$ cat src/logic/prio_irq_pkg.sv
`default_nettype none

package prio_irq_pkg;

	// Register byte offsets
	localparam logic [7:0] OFS_PRIO_A = 8'h00;
	localparam logic [7:0] OFS_PRIO_H = 8'h1C;
	localparam logic [7:0] OFS_NMI_CTRL = 8'h20;
	localparam logic [7:0] OFS_EXT_CTRL = 8'h24;
	localparam logic [7:0] OFS_EVT_STATUS = 8'h28;
	localparam logic [7:0] OFS_EVT_MASK = 8'h2C;
	localparam logic [7:0] OFS_WINNER = 8'h30;

	// Writable bits of each priority register; reserved fields stay zero
	localparam logic [15:0] PRIO_WMASK_A = 16'hFFFF;
	localparam logic [15:0] PRIO_WMASK_B = 16'hFF00;
	localparam logic [15:0] PRIO_WMASK_C = 16'hFFFF;
	localparam logic [15:0] PRIO_WMASK_D = 16'hFFFF;
	localparam logic [15:0] PRIO_WMASK_E = 16'hFFFF;
	localparam logic [15:0] PRIO_WMASK_F = 16'h00F0;
	localparam logic [15:0] PRIO_WMASK_G = 16'hFF00;
	localparam logic [15:0] PRIO_WMASK_H = 16'hFF00;
	localparam logic [15:0] PRIO_RESET = 16'h0000;

	// Non-maskable control fields
	localparam int NMI_LEVEL_BIT = 15;
	localparam int NMI_EDGE_BIT = 8;
	localparam logic NMI_EDGE_RESET = 1'b0;

	// External control fields
	localparam int EXT_MODE_BIT = 14;
	localparam logic EXT_MODE_RESET = 1'b0;
	localparam logic [11:0] EXT_SENSE_RESET = 12'h000;

	// Sense encodings of one 2-bit field
	localparam logic [1:0] SENSE_FALL = 2'h0;
	localparam logic [1:0] SENSE_RISE = 2'h1;
	localparam logic [1:0] SENSE_LOW = 2'h2;
	localparam logic [1:0] SENSE_HIGH = 2'h3;

	// Event status layout: bit 0 non-maskable edge, bits 6..1 ext edges
	localparam int EVT_W = 7;
	localparam logic [EVT_W-1:0] EVT_RESET = 7'h00;

	// Source indices presented to the core
	localparam int NUM_PERIPH = 15;
	localparam int SRC_EXT0 = 15;
	localparam int SRC_PORT_LO = 21;
	localparam int SRC_PORT_HI = 22;
	localparam int SRC_ENCODED = 23;
	localparam int NUM_SRC = 24;
	localparam logic [4:0] SRC_NONE = 5'h1F;

endpackage

`default_nettype wire

$ cat src/logic/priority_interrupt_unit.sv
`timescale 1ns/10ps
`default_nettype none

module priority_interrupt_unit (
	// Clock and reset
	input wire logic clock_in,
	input wire logic resetn_in,
	// Register port
	input wire logic [7:0] reg_addr_in,
	input wire logic [15:0] reg_wdata_in,
	input wire logic reg_wr_in,
	input wire logic reg_rd_in,
	output logic [15:0] reg_rdata_out,
	// On-chip peripheral level requests, same clock
	input wire logic timer_chan_a_in,
	input wire logic timer_chan_b_in,
	input wire logic timer_chan_c_in,
	input wire logic calendar_in,
	input wire logic watchdog_src_in,
	input wire logic refresh_in,
	input wire logic dma_src_in,
	input wire logic serial_chan_a_in,
	input wire logic serial_chan_c_in,
	input wire logic converter_in,
	input wire logic usb_in,
	input wire logic pulse_unit_a_in,
	input wire logic pulse_unit_b_in,
	input wire logic pulse_unit_c_in,
	input wire logic pulse_unit_d_in,
	// Device pins
	input wire logic [5:0] ext_request_pins_in,
	input wire logic [15:0] port_request_pins_in,
	input wire logic nonmask_pin_in,
	// Core side
	input wire logic core_ack_in,
	input wire logic [4:0] core_ack_src_in,
	input wire logic core_nmi_ack_in,
	output logic [3:0] core_level_out,
	output logic [4:0] core_src_out,
	output logic core_nmi_out,
	// Event interrupt
	output logic irq_out
);

	// Reset release
	logic rst_m_r;
	logic rst_n_r;

	always_ff @(posedge clock_in or negedge resetn_in) begin
		if (!resetn_in) begin
			rst_m_r <= 1'b0;
			rst_n_r <= 1'b0;
		end else begin
			rst_m_r <= 1'b1;
			rst_n_r <= rst_m_r;
		end
	end

	// Pin synchronisers; third stage only for edge history
	logic [22:0] pin_s1_r;
	logic [22:0] pin_s2_r;
	logic [22:0] pin_prev_r;

	always_ff @(posedge clock_in or negedge rst_n_r) begin
		if (!rst_n_r) begin
			pin_s1_r <= 23'h000000;
			pin_s2_r <= 23'h000000;
			pin_prev_r <= 23'h000000;
		end else begin
			pin_s1_r <= {nonmask_pin_in, port_request_pins_in,
				ext_request_pins_in};
			pin_s2_r <= pin_s1_r;
			pin_prev_r <= pin_s2_r;
		end
	end

	logic [5:0] ext_lvl;
	logic [5:0] ext_old;
	logic [15:0] port_lvl;
	logic nmi_lvl;
	logic nmi_old;

	assign ext_lvl = pin_s2_r[5:0];
	assign ext_old = pin_prev_r[5:0];
	assign port_lvl = pin_s2_r[21:6];
	assign nmi_lvl = pin_s2_r[22];
	assign nmi_old = pin_prev_r[22];

	// Register file
	logic [15:0] prio_r [8];
	logic nmi_edge_r;
	logic ext_mode_r;
	logic [11:0] ext_sense_r;
	localparam int EVT_W_L = prio_irq_pkg::EVT_W;
	logic [EVT_W_L-1:0] evt_status_r;
	logic [EVT_W_L-1:0] evt_mask_r;

	function automatic logic [15:0] prio_wmask(input logic [2:0] idx);
		case (idx)
			3'h0: prio_wmask = prio_irq_pkg::PRIO_WMASK_A;
			3'h1: prio_wmask = prio_irq_pkg::PRIO_WMASK_B;
			3'h2: prio_wmask = prio_irq_pkg::PRIO_WMASK_C;
			3'h3: prio_wmask = prio_irq_pkg::PRIO_WMASK_D;
			3'h4: prio_wmask = prio_irq_pkg::PRIO_WMASK_E;
			3'h5: prio_wmask = prio_irq_pkg::PRIO_WMASK_F;
			3'h6: prio_wmask = prio_irq_pkg::PRIO_WMASK_G;
			default: prio_wmask = prio_irq_pkg::PRIO_WMASK_H;
		endcase
	endfunction

	// Field n of register r, field 0 at bits 15..12
	function automatic logic [3:0] field(input logic [15:0] r,
		input int n);
		field = r[(3 - n) * 4 +: 4];
	endfunction

	logic prio_hit;
	logic [2:0] prio_idx;

	assign prio_hit = reg_addr_in >= prio_irq_pkg::OFS_PRIO_A &&
		reg_addr_in <= prio_irq_pkg::OFS_PRIO_H &&
		reg_addr_in[1:0] == 2'h0;
	assign prio_idx = reg_addr_in[4:2];

	always_ff @(posedge clock_in or negedge rst_n_r) begin
		if (!rst_n_r) begin
			for (int i = 0; i < 8; i++) begin
				prio_r[i] <= prio_irq_pkg::PRIO_RESET;
			end
		end else if (reg_wr_in && prio_hit) begin
			// Reserved fields never store, so they read zero
			prio_r[prio_idx] <= reg_wdata_in & prio_wmask(prio_idx);
		end
	end

	always_ff @(posedge clock_in or negedge rst_n_r) begin
		if (!rst_n_r) begin
			nmi_edge_r <= prio_irq_pkg::NMI_EDGE_RESET;
		end else if (reg_wr_in &&
			reg_addr_in == prio_irq_pkg::OFS_NMI_CTRL) begin
			nmi_edge_r <= reg_wdata_in[prio_irq_pkg::NMI_EDGE_BIT];
		end
	end

	always_ff @(posedge clock_in or negedge rst_n_r) begin
		if (!rst_n_r) begin
			ext_mode_r <= prio_irq_pkg::EXT_MODE_RESET;
			ext_sense_r <= prio_irq_pkg::EXT_SENSE_RESET;
		end else if (reg_wr_in &&
			reg_addr_in == prio_irq_pkg::OFS_EXT_CTRL) begin
			ext_mode_r <= reg_wdata_in[prio_irq_pkg::EXT_MODE_BIT];
			ext_sense_r <= reg_wdata_in[11:0];
		end
	end

	always_ff @(posedge clock_in or negedge rst_n_r) begin
		if (!rst_n_r) begin
			evt_mask_r <= prio_irq_pkg::EVT_RESET;
		end else if (reg_wr_in &&
			reg_addr_in == prio_irq_pkg::OFS_EVT_MASK) begin
			evt_mask_r <= reg_wdata_in[EVT_W_L-1:0];
		end
	end

	// Edge and level detection of the external pins
	logic [5:0] ext_edge;
	logic [5:0] ext_level_req;
	logic nmi_event;

	always_comb begin
		for (int i = 0; i < 6; i++) begin
			case (ext_sense_r[2*i +: 2])
				prio_irq_pkg::SENSE_FALL: begin
					ext_edge[i] = ext_old[i] & ~ext_lvl[i];
					ext_level_req[i] = 1'b0;
				end
				prio_irq_pkg::SENSE_RISE: begin
					ext_edge[i] = ~ext_old[i] & ext_lvl[i];
					ext_level_req[i] = 1'b0;
				end
				prio_irq_pkg::SENSE_LOW: begin
					ext_edge[i] = 1'b0;
					ext_level_req[i] = ~ext_lvl[i];
				end
				default: begin
					ext_edge[i] = 1'b0;
					ext_level_req[i] = ext_lvl[i];
				end
			endcase
		end
		// Encoded mode takes pins 3..0 away from single requests
		if (ext_mode_r) begin
			ext_edge[3:0] = 4'h0;
			ext_level_req[3:0] = 4'h0;
		end
	end

	assign nmi_event = nmi_edge_r ? (~nmi_old & nmi_lvl) :
		(nmi_old & ~nmi_lvl);

	// Latched edge requests, held until the core takes them
	logic [5:0] ext_pend_r;
	logic [5:0] ext_ack;

	always_comb begin
		for (int i = 0; i < 6; i++) begin
			ext_ack[i] = core_ack_in &&
				core_ack_src_in == 5'(prio_irq_pkg::SRC_EXT0 + i);
		end
	end

	always_ff @(posedge clock_in or negedge rst_n_r) begin
		if (!rst_n_r) begin
			ext_pend_r <= 6'h00;
		end else begin
			// A new edge wins over a same-cycle acknowledge
			ext_pend_r <= (ext_pend_r & ~ext_ack) | ext_edge;
		end
	end

	// Non-maskable request bypasses every level and mask
	logic nmi_pend_r;

	always_ff @(posedge clock_in or negedge rst_n_r) begin
		if (!rst_n_r) begin
			nmi_pend_r <= 1'b0;
		end else begin
			nmi_pend_r <= (nmi_pend_r & ~core_nmi_ack_in) | nmi_event;
		end
	end

	// Event status, write one to clear, set wins
	logic [EVT_W_L-1:0] evt_set;
	logic [EVT_W_L-1:0] evt_clr;

	assign evt_set = {ext_edge, nmi_event};
	assign evt_clr = (reg_wr_in &&
		reg_addr_in == prio_irq_pkg::OFS_EVT_STATUS) ?
		reg_wdata_in[EVT_W_L-1:0] : {EVT_W_L{1'b0}};

	always_ff @(posedge clock_in or negedge rst_n_r) begin
		if (!rst_n_r) begin
			evt_status_r <= prio_irq_pkg::EVT_RESET;
		end else begin
			evt_status_r <= (evt_status_r & ~evt_clr) | evt_set;
		end
	end

	assign irq_out = |(evt_status_r & evt_mask_r);

	// Source requests and their levels
	logic [prio_irq_pkg::NUM_SRC-1:0] src_req;
	logic [3:0] src_lvl [prio_irq_pkg::NUM_SRC];
	logic [5:0] ext_req;

	assign ext_req = ext_pend_r | ext_level_req;

	always_comb begin
		src_req = {prio_irq_pkg::NUM_SRC{1'b0}};
		src_req[prio_irq_pkg::NUM_PERIPH-1:0] = {pulse_unit_d_in,
			pulse_unit_c_in, pulse_unit_b_in, pulse_unit_a_in, usb_in,
			converter_in, serial_chan_c_in, serial_chan_a_in, dma_src_in,
			refresh_in, watchdog_src_in, calendar_in, timer_chan_c_in,
			timer_chan_b_in, timer_chan_a_in};
		src_req[prio_irq_pkg::SRC_EXT0 +: 6] = ext_req;
		src_req[prio_irq_pkg::SRC_PORT_LO] = |port_lvl[7:0];
		src_req[prio_irq_pkg::SRC_PORT_HI] = |port_lvl[15:8];
		// Encoded pins are active low; all high means no request
		src_req[prio_irq_pkg::SRC_ENCODED] = ext_mode_r &&
			ext_lvl[3:0] != 4'hF;
	end

	always_comb begin
		// Fixed field map of sources onto registers A to H
		src_lvl[0] = field(prio_r[0], 0);
		src_lvl[1] = field(prio_r[0], 1);
		src_lvl[2] = field(prio_r[0], 2);
		src_lvl[3] = field(prio_r[0], 3);
		src_lvl[4] = field(prio_r[1], 0);
		src_lvl[5] = field(prio_r[1], 1);
		src_lvl[6] = field(prio_r[4], 0);
		src_lvl[7] = field(prio_r[4], 1);
		src_lvl[8] = field(prio_r[4], 2);
		src_lvl[9] = field(prio_r[4], 3);
		src_lvl[10] = field(prio_r[5], 2);
		src_lvl[11] = field(prio_r[6], 0);
		src_lvl[12] = field(prio_r[6], 1);
		src_lvl[13] = field(prio_r[7], 0);
		src_lvl[14] = field(prio_r[7], 1);
		src_lvl[15] = field(prio_r[2], 3);
		src_lvl[16] = field(prio_r[2], 2);
		src_lvl[17] = field(prio_r[2], 1);
		src_lvl[18] = field(prio_r[2], 0);
		src_lvl[19] = field(prio_r[3], 3);
		src_lvl[20] = field(prio_r[3], 2);
		src_lvl[21] = field(prio_r[3], 0);
		src_lvl[22] = field(prio_r[3], 1);
		// Encoded pins carry their own level, inverted
		src_lvl[23] = ~ext_lvl[3:0];
	end

	// Arbitration: highest level, lowest index on a tie
	logic [3:0] win_lvl;
	logic [4:0] win_src;

	always_comb begin
		win_lvl = 4'h0;
		win_src = prio_irq_pkg::SRC_NONE;
		for (int i = 0; i < prio_irq_pkg::NUM_SRC; i++) begin
			// Level zero never beats the idle value, so it masks
			if (src_req[i] && src_lvl[i] > win_lvl) begin
				win_lvl = src_lvl[i];
				win_src = 5'(i);
			end
		end
	end

	logic [3:0] core_level_r;
	logic [4:0] core_src_r;

	always_ff @(posedge clock_in or negedge rst_n_r) begin
		if (!rst_n_r) begin
			core_level_r <= 4'h0;
			core_src_r <= prio_irq_pkg::SRC_NONE;
		end else begin
			core_level_r <= win_lvl;
			core_src_r <= win_src;
		end
	end

	assign core_level_out = core_level_r;
	assign core_src_out = core_src_r;
	assign core_nmi_out = nmi_pend_r;

	// Read data, one cycle after the strobe; unmapped reads zero
	logic [15:0] rdata_nxt;
	logic [15:0] rdata_r;

	always_comb begin
		rdata_nxt = 16'h0000;
		if (prio_hit) begin
			rdata_nxt = prio_r[prio_idx];
		end else if (reg_addr_in == prio_irq_pkg::OFS_NMI_CTRL) begin
			// Other bits stay zero
			rdata_nxt[prio_irq_pkg::NMI_LEVEL_BIT] = nmi_lvl;
			rdata_nxt[prio_irq_pkg::NMI_EDGE_BIT] = nmi_edge_r;
		end else if (reg_addr_in == prio_irq_pkg::OFS_EXT_CTRL) begin
			rdata_nxt[prio_irq_pkg::EXT_MODE_BIT] = ext_mode_r;
			rdata_nxt[11:0] = ext_sense_r;
		end else if (reg_addr_in == prio_irq_pkg::OFS_EVT_STATUS) begin
			rdata_nxt[EVT_W_L-1:0] = evt_status_r;
		end else if (reg_addr_in == prio_irq_pkg::OFS_EVT_MASK) begin
			rdata_nxt[EVT_W_L-1:0] = evt_mask_r;
		end else if (reg_addr_in == prio_irq_pkg::OFS_WINNER) begin
			rdata_nxt = {7'h00, core_src_r, core_level_r};
		end
	end

	always_ff @(posedge clock_in or negedge rst_n_r) begin
		if (!rst_n_r) begin
			rdata_r <= 16'h0000;
		end else if (reg_rd_in) begin
			rdata_r <= rdata_nxt;
		end else begin
			rdata_r <= 16'h0000;
		end
	end

	assign reg_rdata_out = rdata_r;

endmodule

`default_nettype wire

$ cat config.mk
export PLATFORM = sky130hd
export DESIGN_NAME = priority_interrupt_unit
export DESIGN_NICKNAME = d
export VERILOG_FILES = /design/src/logic/prio_irq_pkg.sv /design/src/logic/priority_interrupt_unit.sv
export SDC_FILE = /design/constraint.sdc
export NUM_CORES = 1
export LEC_CHECK = 0
export CAP_MARGIN = 0
export CORE_MARGIN = 2
export CORE_UTILIZATION = 33
export CTS_BUF_LIST = sky130_fd_sc_hd__clkbuf_16
export DETAILED_ROUTE_END_ITERATION = 8
export DONT_BUFFER_PORTS = 1
export HOLD_SLACK_MARGIN = 0.05
export PLACE_DENSITY = 0.53
export SLEW_MARGIN = 15
export SYNTH_ARGS = -nofsm -noshare
export SYNTH_HDL_FRONTEND = slang
export SYNTH_SLANG_ARGS = --single-unit
$ cat constraint.sdc
create_clock -name clock_in -period 9.75 [get_ports clock_in]
set_clock_uncertainty 0.1 [all_clocks]
set_input_delay 1.95 -clock clock_in [delete_from_list [all_inputs] [get_ports clock_in]]
set_output_delay 1.95 -clock clock_in [all_outputs]
set_load 0.03 [all_outputs]
==> key figures <==
Routing
  • Routed length per placed instance: approximately 20 µm
  • Number of vias after detailed routing: between 10000 and 15000
  • Via density per instance: approximately 5.3
  • Total routed wirelength: 54400 µm
  • Number of optimization iterations in the first detailed-route pass: 5
  • Initial drt markers: around 940
  • ANT nets after route: 0
  • Total DRC errors in the routed layout: 0

Placement
  • Worst-case setup slack after placement: -25.97 ns
  • Routability Congestion: around 0.90
  • Number of input and output port buffers inserted: 0
  • Detailed placer's ending HPWL: about 40000 µm
  • Cell count after placement: between 2000 and 3000

Synthesis
  • Most used standard cells in the synthesized netlist: 238 x sky130_fd_sc_hd__dfrtp_1, 223 x sky130_fd_sc_hd__nand2_1, 151 x sky130_fd_sc_hd__o21ai_0, 104 x sky130_fd_sc_hd__nor2_1, 100 x sky130_fd_sc_hd__inv_1
  • Synthesized-area fraction occupied by and/or/nand/nor cells: between 10% and 20%
  • Post-synthesis share of cell area spent on full adders, half adders and majority gates: around 6.1%
  • Number of enable-type register cells in the synthesized netlist: 0
  • Sequential fraction of the synthesis area: between 40% and 50%
  • Area share of the largest cell type after synthesis: between 40 and 50%
  • Register bit count reported by yosys: approximately 240
  • Gate count after technology mapping: between 1500 and 2000
  • Yosys cell types: 98
  • Multiplexer fraction of the synthesized cell area: about 11%
  • Most common cell in the synthesized netlist: sky130_fd_sc_hd__dfrtp_1
  • Ys async rst share: 100%
  • Total of warnings raised by yosys: 0
  • Leading register cell type out of synthesis: sky130_fd_sc_hd__dfrtp_1
  • Post-synth top area cell: sky130_fd_sc_hd__dfrtp_1
  • Complex-gate fraction of the synthesized area: between 20% and 30%
  • Xor/xnor cell area share of the yosys netlist: less than 1%
  • Number of nets produced by synthesis: about 1700
  • Dominant combinational cell family by area after synthesis: compound AO/OA/AOI/OAI gates
  • Average cell area after synthesis: around 9.5 µm²
  • Area of the mapped netlist: approximately 15000 µm²
  • Leading cell types by total area after synthesis: sky130_fd_sc_hd__dfrtp_1 40%, sky130_fd_sc_hd__ha_1 6.0%, sky130_fd_sc_hd__nand2_1 5.7%, sky130_fd_sc_hd__o21ai_0 5.1%, sky130_fd_sc_hd__mux2_2 4.9%

Floorplan
  • Die Outline Area: 46600 µm²
  • Core area: 44200 µm²
  • Row count: 77
  • Die outline height: between 200 and 250 µm
  • Chip Width: about 220 µm
  • Boundary pin count: 100
  • Initial core utilization: between 30% and 40%

Timing
  • Max_slew headroom: about a third
  • Slew of the pin with the lowest slew margin: between 0.9 and 1 ns
  • Setup repair after global routing missed its margin: true
  • Peak Freq: a little under 0.03 GHz
  • Final setup violation count: 9
  • Final slew viol count: 0
  • Final Hold Violating Endpoints: 0
  • Part of the cycle the worst path needs: 355%
  • Post-layout worst setup margin: -24.84 ns
  • Clock period minus final worst setup slack: between 30 and 40 ns

Setup path
  • Type of origin of the critical path: input pin
  • Reg-to-Reg Start: prio_r[125]
  • Crit path depth: 195
  • Critical Path Max Stage Delay: between 0.4 and 0.5 ns
  • Critical path class: in2reg
  • Required time of the critical path: 10.13 ns
  • Worst path top cell family by delay: compound AO/OA/AOI/OAI gates
  • Setup slack, reg-to-reg: -23.92 ns
  • Count of cells along the worst register-to-register path: 195
  • Crit path arrival time: about 35 ns
  • Crit path max fanout: 7
  • Cell at the slowest stage of the critical path: sky130_fd_sc_hd__or4_4
  • End of the worst register-to-register path: core_src_out[3]
  • Critical path origin: timer_chan_a_in
  • Crit path buf inv count: 23
  • Capture point of the critical path: core_src_out[3]
  • CP endpoint kind: flop
  • Crit path top cell by count: sky130_fd_sc_hd__ha_4

Global route
  • Maximum number of pins on one net before global-route repair: 72
  • First-pass GRT wire length: about 82000 µm
  • Grt total ovfl: 0
  • Number of antenna violations at the first check in global routing: 2
  • Global-route usage over all layers: between 20% and 30%
  • Number of global-route vias before repair: between 10000 and 15000

Clock network
  • Maximum clock insertion buffer count: 3
  • Number of buffers created by CTS: 27
  • Root buf cell: sky130_fd_sc_hd__clkbuf_16
  • Skew-Pair Late Insertion Delay: roughly 0.56 ns
  • CTS Sinks: 243
  • Number of H-tree branching levels: 1
  • Clock slew at the register clock pins of the worst setup and hold paths: around 0.06 ns
  • Clock tree from TritonCTS: done

Min path
  • Class of the worst hold path: reg2reg

Cells and area
  • Final cell count without fillers: between 2000 and 3000
  • Layout cell share with drive strength beyond 1: between 40% and 50%
  • Relative area change from synthesis to final layout: 48.9%
  • Number of nets in the layout: around 2200
  • Filler cell count in the final layout: roughly 4000
  • Combined flip-flop and latch cell area: roughly 6100 µm²
  • Area of the multi-input gates: 9780 µm²
  • Antenna diode count: 0

Job
  • Maxcap violations: 0

Outcome
  • Violated checks: setup timing
  • Status: finished, violations left
## layout make-up
class / count / share of cell area [%]
Inverter: 100 / 1.75
Timing Repair Buffer: 553 / 19.1
Tap cell: 592 / 3.36
Multi-Input combinational cell: 1164 / 44.4
Clock inverter: 23 / 0.658
Sequential cell: 243 / 27.6
Clock buffer: 27 / 3.07
## how the worst min path moves through the flow
stage / slack [ns] / end / start / cells after the start
2_1_floorplan: 0.23 / pin_s2_r[0] / pin_s1_r[0] / 0
3_5_place_dp: 0.23 / pin_s2_r[11] / pin_s1_r[11] / 0
5_1_grt: 0.25 / pin_s2_r[11] / pin_s1_r[11] / 0
3_3_place_gp: 0.23 / pin_s2_r[9] / pin_s1_r[9] / 0
4_1_cts: 0.25 / pin_s2_r[11] / pin_s1_r[11] / 0
6_report: 0.25 / pin_s2_r[7] / pin_s1_r[7] / 0
## metrics by stage
step / setup TNS, ns / hold WS, ns / instance area, µm² / util [%]
after detailed placement: -232.77 / 0.235 / 19100 / 43.1
after floorplan: -220.48 / 0.231 / 15500 / -
final: -222.76 / 0.245 / 22000 / 49.8
after CTS: -214.92 / 0.248 / 21300 / 48.2
after global placement: -225.74 / 0.232 / 19100 / 43.1
after global routing: -237.45 / 0.254 / 22000 / 49.8
## layer usage
layer	track usage [%]	share of wire, %	vias to the layer above
met1	30.7	44	7098
met3	3.09	4.6	96
met5	0	0.11	-
met4	5.84	2.7	4
li1	-	-	6705
met2	37.5	48	322
## cells in the final DEF (no fill, tap or decap), types with 16 or more instances in the layout
master,instances
sky130_fd_sc_hd__nand3_1,23
sky130_fd_sc_hd__mux2_2,42
sky130_fd_sc_hd__nand2b_1,23
sky130_fd_sc_hd__buf_4,535
sky130_fd_sc_hd__buf_6,18
sky130_fd_sc_hd__ha_1,17
sky130_fd_sc_hd__nand4_1,16
sky130_fd_sc_hd__a21oi_1,32
sky130_fd_sc_hd__and2_1,34
sky130_fd_sc_hd__a31oi_1,21
sky130_fd_sc_hd__o211ai_1,18
sky130_fd_sc_hd__o21ai_1,18
sky130_fd_sc_hd__inv_1,95
sky130_fd_sc_hd__o21a_1,18
sky130_fd_sc_hd__mux2_4,23
sky130_fd_sc_hd__mux4_2,32
sky130_fd_sc_hd__ha_4,49
sky130_fd_sc_hd__a21o_1,25
sky130_fd_sc_hd__o21ai_0,122
sky130_fd_sc_hd__dfrtp_1,237
sky130_fd_sc_hd__nor2_1,87
sky130_fd_sc_hd__nand2_1,205
sky130_fd_sc_hd__clkbuf_16,27
sky130_fd_sc_hd__nor2b_1,20
sky130_fd_sc_hd__a22oi_1,24
## registers in the layout, indices dropped and copies added, names as in the netlist, 5 cells and up
signal         flops
evt_mask_r         7
pin_s1_r          23
evt_status_r       7
core_src_out       5
ext_pend_r         6
reg_rdata_out     16
pin_prev_r         7
ext_sense_r       12
prio_r           128
pin_s2_r          23
## kinds of logic (layout without fill, tap and decap cells)
kind of cell    Yosys count  count (layout)
simple gates            541             541
compound gates          428             428
flops                   243             243
buf+inv                 152             703
mux                     116             116
fa+ha+maj                72              72
xor+xnor                  6               6
other cells               1               1
## what timing repair did
item                                    CTS  global route
hold buffers                              0             0
setup buffers                           109            42
hold endpoints to repair                  0             0
endpoints found under the setup margin    9             9
gates resized for setup                 114            91
pin swaps                               132           113
Power is left out: the tool's default activity adds up to more than one toggle a clock period on the data nets, which glitch-free logic cannot reach.
